## src/rtl/ptb_pkg.sv

```systemverilog
// Constants, register map and tap decode for the periodic timebase
//------------------------------------------------------------------------------
//------------------------------------------------------------------------------
package ptb_pkg;

    // Chain geometry
    localparam int STAGES = 15;
    localparam int PRE_W = 7;
    localparam logic [6:0] PRE_LAST = 7'h7f;
    localparam int TAP_W = 4;

    // Register byte offsets
    localparam logic [3:0] OFS_CTRL = 4'h0;
    localparam logic [3:0] OFS_CFG = 4'h4;
    localparam logic [3:0] OFS_EVT = 4'h8;
    localparam logic [3:0] OFS_MASK = 4'hc;

    // Control register fields
    localparam int CTRL_RUN = 0;
    localparam int CTRL_RATE_LO = 1;
    localparam int CTRL_IE = 4;
    localparam int CTRL_ACK = 5;
    localparam int CTRL_FLAG = 7;

    // Configuration register fields
    localparam int CFG_DIV128 = 0;
    localparam int CFG_STOPRUN = 1;

    // Event status and mask fields
    localparam int EVT_W = 2;
    localparam int EVT_PERIOD = 0;
    localparam int EVT_OVERRUN = 1;

    // Reset values
    localparam logic [2:0] RATE_RST = 3'h0;
    localparam logic [1:0] EVT_RST = 2'h0;

    // Chain bit index whose rising edge marks an event for a rate code
    function automatic logic [3:0] ptb_tap_bit(input logic [2:0] sel);
        logic [3:0] idx;
        idx = 4'he;
        case (sel)
            3'h0: idx = 4'he;
            3'h1: idx = 4'hc;
            3'h2: idx = 4'ha;
            3'h3: idx = 4'h6;
            3'h4: idx = 4'h5;
            3'h5: idx = 4'h4;
            3'h6: idx = 4'h3;
            3'h7: idx = 4'h2;
            default: idx = 4'he;
        endcase
        return idx;
    endfunction

    // Low-bit mask up to and including the tap bit
    function automatic logic [14:0] ptb_tap_mask(input logic [2:0] sel);
        logic [15:0] one_hot;
        one_hot = 16'h0001 << ptb_tap_bit(sel);
        return 15'((one_hot << 1) - 16'h0001);
    endfunction

endpackage

```

## src/rtl/ptb_cnt_if.sv

```systemverilog
// Interface between the timebase register block and its counter chain
`timescale 1ns/10ps
interface ptb_cnt_if;
    logic run;
    logic src_div128;
    logic [2:0] rate_sel;
    logic tick;
    logic [14:0] count;
    logic rollover;

    modport ctl (output run, output src_div128, output rate_sel, output tick,
                 input count, input rollover);
    modport chain (input run, input src_div128, input rate_sel, input tick,
                   output count, output rollover);
endinterface

```

## src/rtl/ptb_chain.sv

```systemverilog
// Prescaler, 15-stage counter chain and tap event detect
`timescale 1ns/10ps
module ptb_chain (
    // Clock and reset
    input wire logic clk_i,
    input wire logic rst_i,
    // Control and result
    ptb_cnt_if.chain cb
);
    import ptb_pkg::*;

    logic [PRE_W-1:0] pre_reg;
    logic [STAGES-1:0] count_reg;
    logic roll_reg;
    logic adv;
    logic [STAGES-1:0] count_next;
    logic [TAP_W-1:0] tap;

    //--------------------------------------------------------------------------
    // Chain advance
    //--------------------------------------------------------------------------

    // Advance on every rising reference edge, or every 128th when prescaled
    assign adv = cb.tick && (!cb.src_div128 || (pre_reg == PRE_LAST));
    assign count_next = count_reg + 15'h0001;
    assign tap = ptb_tap_bit(cb.rate_sel);

    // Prescaler, cleared with the chain
    always_ff @(posedge clk_i) begin
        if (rst_i || !cb.run) begin
            pre_reg <= 7'h00;
        end else if (cb.tick) begin
            pre_reg <= pre_reg + 7'h01;
        end
    end

    // Fifteen stage counter, held at zero while stopped
    always_ff @(posedge clk_i) begin
        if (rst_i || !cb.run) begin
            count_reg <= 15'h0000;
        end else if (adv) begin
            count_reg <= count_next;
        end
    end

    // Event on the rise of the tap bit: first at half period, then every period
    always_ff @(posedge clk_i) begin
        if (rst_i || !cb.run) begin
            roll_reg <= 1'b0;
        end else begin
            roll_reg <= adv && !count_reg[tap] && count_next[tap];
        end
    end

    assign cb.count = count_reg;
    assign cb.rollover = roll_reg;

endmodule // ptb_chain

```

## src/rtl/ptb_timebase.sv

```systemverilog
// Periodic timebase with Wishbone registers, interrupt and stop wakeup
//
// Our own choices: the placing of the registers and the Wishbone slave port.
`timescale 1ns/10ps
module ptb_timebase (
    // Clock and reset
    input wire logic clk_i,
    input wire logic rst_i,
    // Wishbone slave
    input wire logic wb_cyc_i,
    input wire logic wb_stb_i,
    input wire logic wb_we_i,
    input wire logic [3:0] wb_adr_i,
    input wire logic [3:0] wb_sel_i,
    input wire logic [31:0] wb_dat_i,
    output logic [31:0] wb_dat_o,
    output logic wb_ack_o,
    // Reference clock pin and stop state
    input wire logic ext_ref_clock_i,
    input wire logic stop_i,
    // Interrupt and wakeup
    output logic irq_o,
    output logic wake_o
);
    import ptb_pkg::*;

    ptb_cnt_if cb ();

    //--------------------------------------------------------------------------
    // Declarations
    //--------------------------------------------------------------------------

    logic ref_s1_reg;
    logic ref_s2_reg;
    logic ref_s3_reg;
    logic ref_lvl_reg;
    logic tick_reg;
    logic run_reg;
    logic [2:0] rate_select_reg;
    logic period_irq_enable_reg;
    logic period_flag_reg;
    logic src_div128_reg;
    logic osc_run_in_stop_reg;
    logic [EVT_W-1:0] evt_reg;
    logic [EVT_W-1:0] mask_reg;
    logic ack_reg;
    logic [31:0] dat_reg;
    logic irq_reg;
    logic wake_reg;
    logic req;
    logic wr_lo;
    logic rd;
    logic ack_wr;
    logic count_ok;
    logic [EVT_W-1:0] evt_set;
    logic [31:0] rd_next;

    //--------------------------------------------------------------------------
    // Bus decode
    //--------------------------------------------------------------------------

    // New request is taken in the cycle before the ack
    assign req = wb_cyc_i && wb_stb_i && !ack_reg;
    assign wr_lo = req && wb_we_i && wb_sel_i[0];
    assign rd = req && !wb_we_i;
    assign ack_wr = wr_lo && (wb_adr_i == OFS_CTRL) && wb_dat_i[CTRL_ACK];

    // Ack one cycle after the request, dropped the next cycle
    always_ff @(posedge clk_i) begin
        if (rst_i) begin
            ack_reg <= 1'b0;
        end else begin
            ack_reg <= req;
        end
    end

    //--------------------------------------------------------------------------
    // Reference clock synchroniser
    //--------------------------------------------------------------------------

    // Three stage capture of the pin
    always_ff @(posedge clk_i) begin
        if (rst_i) begin
            ref_s1_reg <= 1'b0;
            ref_s2_reg <= 1'b0;
            ref_s3_reg <= 1'b0;
        end else begin
            ref_s1_reg <= ext_ref_clock_i;
            ref_s2_reg <= ref_s1_reg;
            ref_s3_reg <= ref_s2_reg;
        end
    end

    // Accepted level changes only when the two later stages agree
    always_ff @(posedge clk_i) begin
        if (rst_i) begin
            ref_lvl_reg <= 1'b0;
            tick_reg <= 1'b0;
        end else begin
            if (ref_s2_reg == ref_s3_reg) begin
                ref_lvl_reg <= ref_s3_reg;
            end
            tick_reg <= (ref_s2_reg == ref_s3_reg) && ref_s3_reg && !ref_lvl_reg
                && count_ok;
        end
    end

    // Counting allowed when running, and in stop only with the oscillator kept on
    assign count_ok = !stop_i || osc_run_in_stop_reg;

    //--------------------------------------------------------------------------
    // Control and configuration registers
    //--------------------------------------------------------------------------

    // Run, rate select and interrupt enable
    always_ff @(posedge clk_i) begin
        if (rst_i) begin
            run_reg <= 1'b0;
            rate_select_reg <= RATE_RST;
            period_irq_enable_reg <= 1'b0;
        end else if (wr_lo && (wb_adr_i == OFS_CTRL)) begin
            run_reg <= wb_dat_i[CTRL_RUN];
            rate_select_reg <= wb_dat_i[CTRL_RATE_LO +: 3];
            period_irq_enable_reg <= wb_dat_i[CTRL_IE];
        end
    end

    // Clock source and stop behaviour options
    always_ff @(posedge clk_i) begin
        if (rst_i) begin
            src_div128_reg <= 1'b0;
            osc_run_in_stop_reg <= 1'b0;
        end else if (wr_lo && (wb_adr_i == OFS_CFG)) begin
            src_div128_reg <= wb_dat_i[CFG_DIV128];
            osc_run_in_stop_reg <= wb_dat_i[CFG_STOPRUN];
        end
    end

    // Event mask register
    always_ff @(posedge clk_i) begin
        if (rst_i) begin
            mask_reg <= EVT_RST;
        end else if (wr_lo && (wb_adr_i == OFS_MASK)) begin
            mask_reg <= wb_dat_i[EVT_W-1:0];
        end
    end

    //--------------------------------------------------------------------------
    // Counter chain
    //--------------------------------------------------------------------------

    assign cb.run = run_reg;
    assign cb.src_div128 = src_div128_reg;
    assign cb.rate_sel = rate_select_reg;
    assign cb.tick = tick_reg;

    ptb_chain u_chain (
        .clk_i(clk_i),
        .rst_i(rst_i),
        .cb(cb)
    );

    //--------------------------------------------------------------------------
    // Period flag and event status
    //--------------------------------------------------------------------------

    // Period flag: a rollover wins over an acknowledge in the same cycle
    always_ff @(posedge clk_i) begin
        if (rst_i) begin
            period_flag_reg <= 1'b0;
        end else if (cb.rollover) begin
            period_flag_reg <= 1'b1;
        end else if (ack_wr) begin
            period_flag_reg <= 1'b0;
        end
    end

    // Sticky events: period seen, and period seen while flag still pending
    assign evt_set[EVT_PERIOD] = cb.rollover;
    assign evt_set[EVT_OVERRUN] = cb.rollover && period_flag_reg && !ack_wr;

    // Read of the status clears it, a new event in the same cycle survives
    always_ff @(posedge clk_i) begin
        if (rst_i) begin
            evt_reg <= EVT_RST;
        end else if (rd && (wb_adr_i == OFS_EVT)) begin
            evt_reg <= evt_set;
        end else begin
            evt_reg <= evt_reg | evt_set;
        end
    end

    //--------------------------------------------------------------------------
    // Read data
    //--------------------------------------------------------------------------

    // Read mux; ack bit and unmapped offsets read zero
    always_comb begin
        rd_next = 32'h0000_0000;
        case (wb_adr_i)
            OFS_CTRL: begin
                rd_next[CTRL_RUN] = run_reg;
                rd_next[CTRL_RATE_LO +: 3] = rate_select_reg;
                rd_next[CTRL_IE] = period_irq_enable_reg;
                rd_next[CTRL_ACK] = 1'b0;
                rd_next[CTRL_FLAG] = period_flag_reg;
            end
            OFS_CFG: begin
                rd_next[CFG_DIV128] = src_div128_reg;
                rd_next[CFG_STOPRUN] = osc_run_in_stop_reg;
            end
            OFS_EVT: begin
                rd_next[EVT_W-1:0] = evt_reg;
            end
            OFS_MASK: begin
                rd_next[EVT_W-1:0] = mask_reg;
            end
            default: begin
                rd_next = 32'h0000_0000;
            end
        endcase
    end

    // Data register, loaded with the answer and zero otherwise
    always_ff @(posedge clk_i) begin
        if (rst_i) begin
            dat_reg <= 32'h0000_0000;
        end else if (rd) begin
            dat_reg <= rd_next;
        end else begin
            dat_reg <= 32'h0000_0000;
        end
    end

    //--------------------------------------------------------------------------
    // Interrupt and wakeup
    //--------------------------------------------------------------------------

    // Level interrupt from the flag and from unmasked sticky events
    always_ff @(posedge clk_i) begin
        if (rst_i) begin
            irq_reg <= 1'b0;
        end else begin
            irq_reg <= (period_flag_reg && period_irq_enable_reg) || |(evt_reg & mask_reg);
        end
    end

    // Wakeup pulse for each period event taken while in stop
    always_ff @(posedge clk_i) begin
        if (rst_i) begin
            wake_reg <= 1'b0;
        end else begin
            wake_reg <= cb.rollover && stop_i;
        end
    end

    assign wb_ack_o = ack_reg;
    assign wb_dat_o = dat_reg;
    assign irq_o = irq_reg;
    assign wake_o = wake_reg;
endmodule // ptb_timebase

```

## config.mk

```make
export PLATFORM = sky130hd
export DESIGN_NAME = ptb_timebase
export DESIGN_NICKNAME = d
export VERILOG_FILES = /design/src/rtl/ptb_pkg.sv /design/src/rtl/ptb_cnt_if.sv /design/src/rtl/ptb_chain.sv /design/src/rtl/ptb_timebase.sv
export SDC_FILE = /design/constraint.sdc
export NUM_CORES = 1
export LEC_CHECK = 0
export BUFFER_PORTS_ARGS = -buffer_cell sky130_fd_sc_hd__clkbuf_2
export CORE_MARGIN = 3
export CORE_UTILIZATION = 36
export CTS_CLUSTER_DIAMETER = 150
export CTS_CLUSTER_SIZE = 30
export DETAILED_ROUTE_END_ITERATION = 12
export SETUP_SLACK_MARGIN = 0.5
export SLEW_MARGIN = 20
export SYNTH_ARGS = -nofsm -noshare
export SYNTH_HDL_FRONTEND = slang
export SYNTH_SLANG_ARGS = --single-unit
export TNS_END_PERCENT = 30
```

## constraint.sdc

```tcl
create_clock -name clk_i -period 3.5 [get_ports clk_i]
set_clock_uncertainty 0.15 [all_clocks]
set_input_delay 0.7 -clock clk_i [delete_from_list [all_inputs] [get_ports clk_i]]
set_output_delay 0.7 -clock clk_i [all_outputs]
set_load 0.01 [all_outputs]
```

Word level (Yosys, flattened, before mapping)
Memories as Yosys holds them, arrays and structs flattened. A register that Yosys moved wholly into a read port is not among the register bits.
Index checks and enable logic that the tools add are counted.
W data, S select, Z words.
{"block": "totals", "wordCells": 82, "mem_count": 1, "register_bits": 75, "mem_bits_ro": 32, "in_bits": 47, "output_inout_bits": 35}
{"block": "classes", "mux": 10, "addsub": 2, "eq_ne": 5, "n_bitwise": 4, "order_cmp": 1, "n_reduce_logical": 37}
{"name": "(name not given)", "words": 8, "word_bits": 4, "read_ports": 1, "rd_clocked_by_memory_dff": 1, "wr": 0, "line_no": "ptb_pkg.sv:42", "source": "case (sel)"}
{"op": "$logic_and A1 B1 Y1", "n": 20}
{"op": "$add A15 B1 Y15 const B", "n": 1}
{"op": "$bmux W1 S4", "n": 2}
{"op": "$eq A4 B4 Y1 const B", "n": 2}
{"op": "$logic_not A1 Y1", "n": 8}
{"op": "$pmux W2 S4", "n": 1}
{"op": "$add A7 B1 Y7 const B", "n": 1}
{"op": "$eq A7 B7 Y1 const B", "n": 1}
{"op": "$mux W3", "n": 2}
{"op": "$lt A4 B5 Y1 const B", "n": 1}
{"op": "$eq A4 B3 Y1 const B", "n": 1}
{"op": "$logic_not A4 Y1", "n": 1}
{"op": "$logic_or A1 B1 Y1", "n": 4}
{"op": "$mux W1", "n": 4}
{"op": "$reduce_or A2 Y1", "n": 2}
{"op": "$reduce_or A3 Y1", "n": 1}
{"op": "$and A2 B2 Y2", "n": 1}
{"op": "$mux W2", "n": 1}
{"op": "$not A1 Y1", "n": 2}
{"op": "$or A2 B2 Y2", "n": 1}
{"op": "$reduce_bool A2 Y1", "n": 1}
{"op": "$eq A1 B1 Y1", "n": 1}

Depth between registers and ports, before layout
Gate-level depths: netlist (run 1).
{"block": "depth", "ltp_word": 10, "ltp_mapped": 7, "depth_no_buf": 7}

Modules after synthesis
Synthesis (run 1) repeated with hierarchy kept, for this count alone.
{"block": "hier_totals", "hier_cells": 285, "area_unflattened_um2": 2575.0}
{"mod": "ptb_chain", "cells_each": 163, "area_each_um2": 1303.8, "instances": 1, "seq_area_each_um2": 460.4}
{"mod": "ptb_timebase", "cells_each": 122, "area_each_um2": 1271.2, "instances": 1, "seq_area_each_um2": 520.5}

Worst setup path after synthesis (run 1)
Ideal clock, no wire load.
{"block": "synth_path", "path_type": "input port to flip-flop", "from": "input wb_adr_i[1]", "to": "register u_chain.tap[2] (netlist name)", "setup_ns": 0.087, "arrival_time_ns": 2.034, "n_path_buf": 0, "cell_stages": 5, "required_ns": 3.263, "path_slack_ns": 1.229, "path_cell_list": "or3_1 -> nor4_4 -> mux2i_1 -> nor2_1 -> o31ai_1"}
{"block": "synth_via", "elab_chain_cells": 4}
{"element": "from (decl)", "line_no": "ptb_timebase.sv:13", "source": "input wire logic [3:0] wb_adr_i,"}
{"element": "$logic_not A4 Y1", "line_no": "ptb_timebase.sv:121", "source": "end else if (wr_lo && (wb_adr_i == OFS_CTRL)) begin"}
{"element": "$logic_and A1 B1 Y1", "line_no": "ptb_timebase.sv:121"}
{"element": "$mux W3 (no line) (2 in series)"}
No other way between the ends.
A chain may end at the register's enable or synchronous reset.

Worst setup path after layout (run 1)
{"block": "layout_path", "from": "register u_chain.tap[0] (netlist name)", "to": "register u_chain.roll_reg, in the netlist u_chain.cb.rollover"}
{"block": "layout_via", "elab_chain_cells": 5, "elab_cells_between_ends": 7, "cone_classes": "4 x mux; 3 x reduce/logical"}
{"element": "$bmux W1 S4", "line_no": "ptb_chain.sv:51", "source": "roll_reg <= adv && !count_reg[tap] && count_next[tap];"}
{"element": "$mux W1 (implied by the code)", "line_no": "ptb_chain.sv:51"}
{"element": "$logic_not A1 Y1", "line_no": "ptb_chain.sv:51"}
{"element": "$logic_and A1 B1 Y1", "line_no": "ptb_chain.sv:51"}
{"element": "$logic_and A1 B1 Y1 *", "line_no": "ptb_chain.sv:51"}
{"element": "to (signal assigned)", "line_no": "ptb_chain.sv:51"}
{"element": "to (decl)", "line_no": "ptb_chain.sv:14", "source": "logic roll_reg;"}
Every way passes the cells marked *; elsewhere a longest branch is shown, timed or not. The select of a mux whose other input is x is not followed.

==> run_results.csv, run 1 <==
group,metric,value,unit
clock_tree,hold_buffers,0,
synthesis,syn_inst,296,
global_route,antenna_found_initial,0,
route,wl_met1,2290,um
sta,relSlewSlack,62.7,%
route,wl_per_cell,11.6,um
critical_path,crit_family,"multiplexers",
sta,whs,0.305,ns
final_layout,antenna_cells,0,
synthesis,yosysTopAreaCell,"dfxtp_1",
critical_path,worstPathRequired,3.58,ns
synthesis,synthTopCellsByArea,"dfxtp_1 (39%), buf_4 (7.2%), nor2_1 (6.5%)",
placed_design,dp_slack,0.926,ns
route,drtPass1Iterations,4,
job,max_cap_viol_count,0,
power,switching_power,230,uW
die,io_pins,82,
route,vias,2005,
clock_tree,clockBufferDepth,2,
synthesis,async_flop_share,0,%
critical_path,crit_type,"flip-flop to flip-flop",
sta,worst_slew_pin_slew,0.552,ns
route,wl_met2,2190,um
clock_tree,postCtsResizedCells,0,
sta,rsz0062_at_grt,"false",
power,clkPwrFrac,34.6,%
sta,fmax,0.410,GHz
sta,final_hold_viol_count,0,
clock_tree,ctsHtreeMaxLevel,2,
critical_path,cp_slowest_stage_delay,0.63,ns
route,highest_layer,"met4",
status,status,"finished, final reports clean",
global_route,grt.overflow.total,0,
die,dieArea,8560,um2
synthesis,synth_flop_cell,"dfxtp_1",
die,row_count,30,
route,wl,4820,um
power,ir_worst_vdd,0.145,mV
synthesis,synth_top_area_share,39.4,%
critical_path,path_buf_inv,0,
global_route,grt_max_degree,25,
sta,setup_tns,0,ns
power,power_frac_seq,61.2,%
power,p_int,761,uW
critical_path,cp_slowest_cell,"mux4_1",
synthesis,synth-seq-cells,53,
power,leakagePower,0.00109,uW
min_path,hold_path.class,"flip-flop to flip-flop",
route,drc_errors,0,
die,die_h,92.5,um
sta,final_max_slew_viol_count,0,
die,die_w,92.5,um
route,drt.antenna.violating_nets,0,
synthesis,seq_area_frac_synth,39.4,%
sta,period_needed,2.44,ns
final_layout,largest_register_ffs,15,
clock_tree,cts_made_buffers,5,
synthesis,synth.avg_cell_area,9.11,um2
clock_tree,cts_setup_buffers,0,
die,start_util,38.4,%
synthesis,yosysUniqueCellTypes,44,
route,first_iter_violations,73,
clock_tree,cts_tree,"done",
critical_path,end_kind,"flip-flop",
synthesis,mappedNetlistArea,2700,um2
final_layout,nets,369,
power,netSwitchingFraction,23.2,%
synthesis,yosysWarningCount,0,
power,comb_power_share,4.2,%
power,powerDensity,342,nW/um2
route,wl_met3,279,um
route,avgViaCountPerCell,4.82,
placed_design,gp_congestion,0.802,
clock_tree,cts.sinks,53,
final_layout,area_growth_syn_to_layout,7.47,%
global_route,grt_pass1_wl,8040,um
die,core-area,7020,um2
final_layout,layout-drive-gt1-share,12.5,%
sta,setup_viol,0,
clock_tree,clock_latency,0.30,ns
clock_tree,clk_pin_slew,0.10,ns
synthesis,synth_edf_count,0,
placed_design,io_buffers,26,
sta,fin_ws,1.06,ns
placed_design,hpwl,3600,um
critical_path,arrival,2.51,ns
final_layout,fill_cells,711,
critical_path,worstSetupStartpointType,"flip-flop",
clock_tree,cts-root-buf,"clkbuf_8",
critical_path,crit_fanout,11,
global_route,groute.usage.overall,11.4,%
sta,fin_crit_sh,69.6,%
critical_path,path_cells,"mux4_1, mux4_2, or3_1, a211oi_1",
global_route,grt_pass1_vias,1827,
[worst paths after layout]
kind	startpoint	end	slack (ns)	depth (start not counted)
worst max-delay path	u_chain.tap[0]	u_chain.cb.rollover	1.06	4
worst min-delay path	ref_lvl_reg	cb.tick	0.31	1
worst min register to register	ref_lvl_reg	cb.tick	0.31	1
worst max register to register	u_chain.tap[0]	u_chain.cb.rollover	1.06	4
[placed cells by master, fill, tap and decap left out, types with 2 or more instances in the layout]
cell type and count:
a21oi_1 8, xor2_1 9, nand2b_1 2, nand3_1 8
mux2i_1 16, a31oi_1 3, conb_1 26, ha_1 3
xnor2_1 16, clkbuf_8 5, nand2_1 16, or3_1 8
nor4b_1 2, and3_1 3, nor2_1 47, nand3b_1 2
and2_1 4, o22ai_1 2, nor2b_1 4, mux4_2 2
a211oi_1 3, clkbuf_2 26, nand4_1 7, mux4_1 4
buf_4 2, dfxtp_1 53, nor3_1 4, o22a_1 3
o21ai_0 6, inv_1 9
[worst reg2reg max path, cell delays in order, from the launching register on]
cell      delay [ns]
dfxtp_1         0.60
mux4_1          0.63
mux4_2          0.46
or3_1           0.31
a211oi_1        0.20
[power groups by stage]
stage	clock (uW)	combinational, uW	sequential, uW
floorplan	0	48.6	620
global placement	0	40.9	620
detailed placement	0	41.4	620
CTS	358	41.5	606
global route	379	46.8	607
finish	342	41.9	606
[cell usage after synthesis, types with 2 or more instances]
cell type	n
xor2_1	9
nand3_1	8
inv_1	9
nor2_1	47
a211oi_1	3
buf_4	26
ha_1	3
o22a_1	3
or3_1	8
clkbuf_1	10
and2_1	4
nand2_1	16
nor4b_1	2
mux2i_1	16
xnor2_1	16
nor2b_1	4
a21oi_1	8
nand4_1	7
mux4_2	2
o22ai_1	2
nand2b_1	2
a31oi_1	3
o21ai_0	6
nand3b_1	2
nor3_1	4
mux4_1	4
and3_1	3
dfxtp_1	53
[layout make-up]
type	instances	area [um2]	share of cell area (%)
clock buffer	6	72.6	2.50
multi-input combinational	222	1450	50.1
clock inverter	2	13.8	0.475
timing repair buffer	28	145	5.01
sequential	53	1060	36.6
tap	96	120	4.15
inverter	9	33.8	1.17
[per-layer routing]
layer	vias up	GRT usage [%]
met3	8	3.01
met2	42	19.6
met4	0	3.34
met1	935	14.0
met5	-	0
li1	1020	-
[stage by stage]
stage | util (%) | std cells | area (um2) | total power (uW)
after floorplan | - | 321 | 2790 | 669
after global placement | 40.1 | 408 | 2810 | 661
after detailed placement | 40.1 | 408 | 2810 | 662
after CTS | 41.3 | 416 | 2900 | 1010
after global routing | 41.3 | 416 | 2900 | 1030
final | 41.3 | 416 | 2900 | 990
[kinds of logic after synthesis]
group	Yosys count	share of synthesized area (%)
and+or+nand+nor	113	21.0
DFF	53	39.4
buffers and inverters	46	10.3
AOI/OAI and AO/OA	33	8.21
xor gates and xnor gates	25	8.12
muxes	22	11.5
adders and majority gates	3	1.39
other	1	0.139
(Power assumes the default switching activity.)
==> run 2: changes to the inputs <==
==> constraint.sdc (replaced) <==
create_clock -name clk_i -period 2 [get_ports clk_i]
set_clock_uncertainty 0.15 [all_clocks]
set_input_delay 0.4 -clock clk_i [delete_from_list [all_inputs] [get_ports clk_i]]
set_output_delay 0.4 -clock clk_i [all_outputs]
set_load 0.01 [all_outputs]
==> run 2 against run 1 <==
Compared with the run above:
- the run now ends with negative setup slack left
- sequential power grew 75%
- die area is the same
- clock power grew 77%
- setup slack lost 1.2 ns
- utilization grew 9.6 points
- final cell count grew 11%
- global-route usage grew 2.7 points
- clock-buffer cell count shrank 1
- combinational power grew 150%
- sequential share of layout area shrank 6.3 points
- via count grew 10%
- first-iteration DRC count grew 6.8%
==> run_results.csv, run 2 (synthesis gave the netlist of run 1 again) <==
group,metric,value,unit
status,status,"finished, violations left",
status,violations,"negative setup slack",
placed_design,placed_cells,446,
final_layout,nets,415,
route,drtPass1Iterations,4,
power,clkPwrFrac,34.3,%
critical_path,end_kind,"flip-flop",
die,die_h,92.5,um
placed_design,gp_congestion,0.862,
critical_path,worstPathRequired,2.03,ns
global_route,grt.overflow.total,0,
critical_path,arrival,2.18,ns
clock_tree,clockBufferDepth,2,
clock_tree,cts-root-buf,"clkbuf_8",
min_path,hold_path.class,"input pin to flip-flop",
die,dieArea,8560,um2
power,power_frac_seq,59.9,%
final_layout,final_cells,461,
sta,final_max_slew_viol_count,0,
placed_design,hpwl,4220,um
critical_path,crit_fanout,4,
sta,final_hold_viol_count,0,
critical_path,worstSetupStartpointType,"flip-flop",
final_layout,antenna_cells,0,
final_layout,final_area,3570,um2
critical_path,crit_type,"flip-flop to flip-flop",
power,ir_worst_vdd,0.360,mV
route,wl_per_cell,13.0,um
clock_tree,ctsHtreeMaxLevel,2,
clock_tree,cts_made_buffers,5,
sta,whs,0.149,ns
power,netSwitchingFraction,24.4,%
route,drc_errors,0,
power,switching_power,430,uW
route,avgViaCountPerCell,4.80,
clock_tree,clock_latency,0.31,ns
route,wl,5980,um
route,drt.antenna.violating_nets,0,
global_route,grt_pass1_wl,9900,um
global_route,groute.usage.overall,14.2,%
clock_tree,cts.sinks,53,
sta,fin_ws,-0.152,ns
power,p_int,1330,uW
job,max_cap_viol_count,0,
final_layout,final_core_util,50.9,%
final_layout,area_growth_syn_to_layout,32.4,%
route,vias,2211,
sta,fmax,0.465,GHz
power,leakagePower,0.00135,uW
die,core-area,7020,um2
final_layout,mostFrequentLayoutCells,"dfxtp_1 (41), buf_4 (41), nor2_1 (40)",
final_layout,largest_register_ffs,15,
route,first_iter_violations,78,
clock_tree,hold_buffers,0,
sta,fin_crit_sh,108,%
final_layout,fill_cells,647,
clock_tree,clk_pin_slew,0.09,ns
clock_tree,cts_tree,"done",
placed_design,dpl_cell_area,3150,um2
power,powerDensity,494,nW/um2
power,comb_power_share,5.8,%
placed_design,io_buffers,26,
global_route,antenna_found_initial,0,
global_route,grt_max_degree,23,
die,row_count,30,
sta,setup_viol,1,
die,io_pins,82,
die,die_w,92.5,um
final_layout,layout-drive-gt1-share,38.6,%
global_route,grt_pass1_vias,2156,
sta,rsz0062_at_grt,"true",
sta,period_needed,2.15,ns
die,start_util,38.4,%
==> run 2: routing by layer <==
| metal | global-route usage, % | wire length [um] | vias to the layer above |
|---|---|---|---|
| li1 | - | - | 1114 |
| met1 | 18.7 | 2580 | 1027 |
| met2 | 23.4 | 3000 | 64 |
| met3 | 3.82 | 369 | 6 |
| met4 | 2.72 | 40 | 0 |
| met5 | 0 | 0 | - |
==> run 2: cell type report <==
cell class	instances	area, um2	share of cell area (%)
clock inverter	2	16.3	0.456
clock buffer	5	68.8	1.93
multi-input combinational	223	1740	48.8
timing repair buffer	73	505	14.2
tap	96	120	3.36
sequential	53	1080	30.4
inverter	9	33.8	0.946
==> run 2: timing repair <==
| action | CTS | global route |
|---|---|---|
| resized for setup | 49 | 17 |
| endpoints found under the setup margin | 36 | 36 |
| pin swaps | 29 | 37 |
| cloned | 1 | 0 |
| setup buffers | 6 | 1 |
==> run 2: final timing paths <==
check / startpoint / to / slack (ns) / depth (start not counted)
min reg2reg: ref_lvl_reg / cb.tick / 0.28 / 1
min: ext_ref_clock_i / ref_s1_reg / 0.15 / 2
max: u_chain.cb.count[1] / u_chain.cb.rollover / -0.15 / 7
max reg2reg: u_chain.cb.count[1] / u_chain.cb.rollover / -0.15 / 7
==> run 2: per-stage QoR <==
| step | total power, uW | worst slack (ns) | TNS (ns) |
|---|---|---|---|
| after detailed placement | 1170 | -0.218 | -0.535 |
| after global placement | 1170 | -0.171 | -0.453 |
| after global routing | 1840 | -0.210 | -0.220 |
| final | 1760 | -0.152 | -0.152 |
| after CTS | 1780 | -0.148 | -0.148 |
| after floorplan | 1170 | -0.0539 | -0.0539 |
==> run 2: power groups by stage <==
stage | sequential, uW | clock (uW) | combinational (uW)
6_report | 1060 | 605 | 103
4_1_cts | 1060 | 626 | 97.2
2_1_floorplan | 1090 | 0 | 85.8
5_1_grt | 1060 | 667 | 113
3_3_place_gp | 1090 | 0 | 84.2
3_5_place_dp | 1090 | 0 | 85.4
==> run 2: worst max-delay path, cell delays in order (launching register included) <==
cell,delay (ns)
dfxtp_2,0.40
ha_4,0.15
and3_4,0.20
nand3_1,0.12
xnor2_1,0.14
mux4_1,0.54
a211oi_2,0.26
a211oi_2,0.08
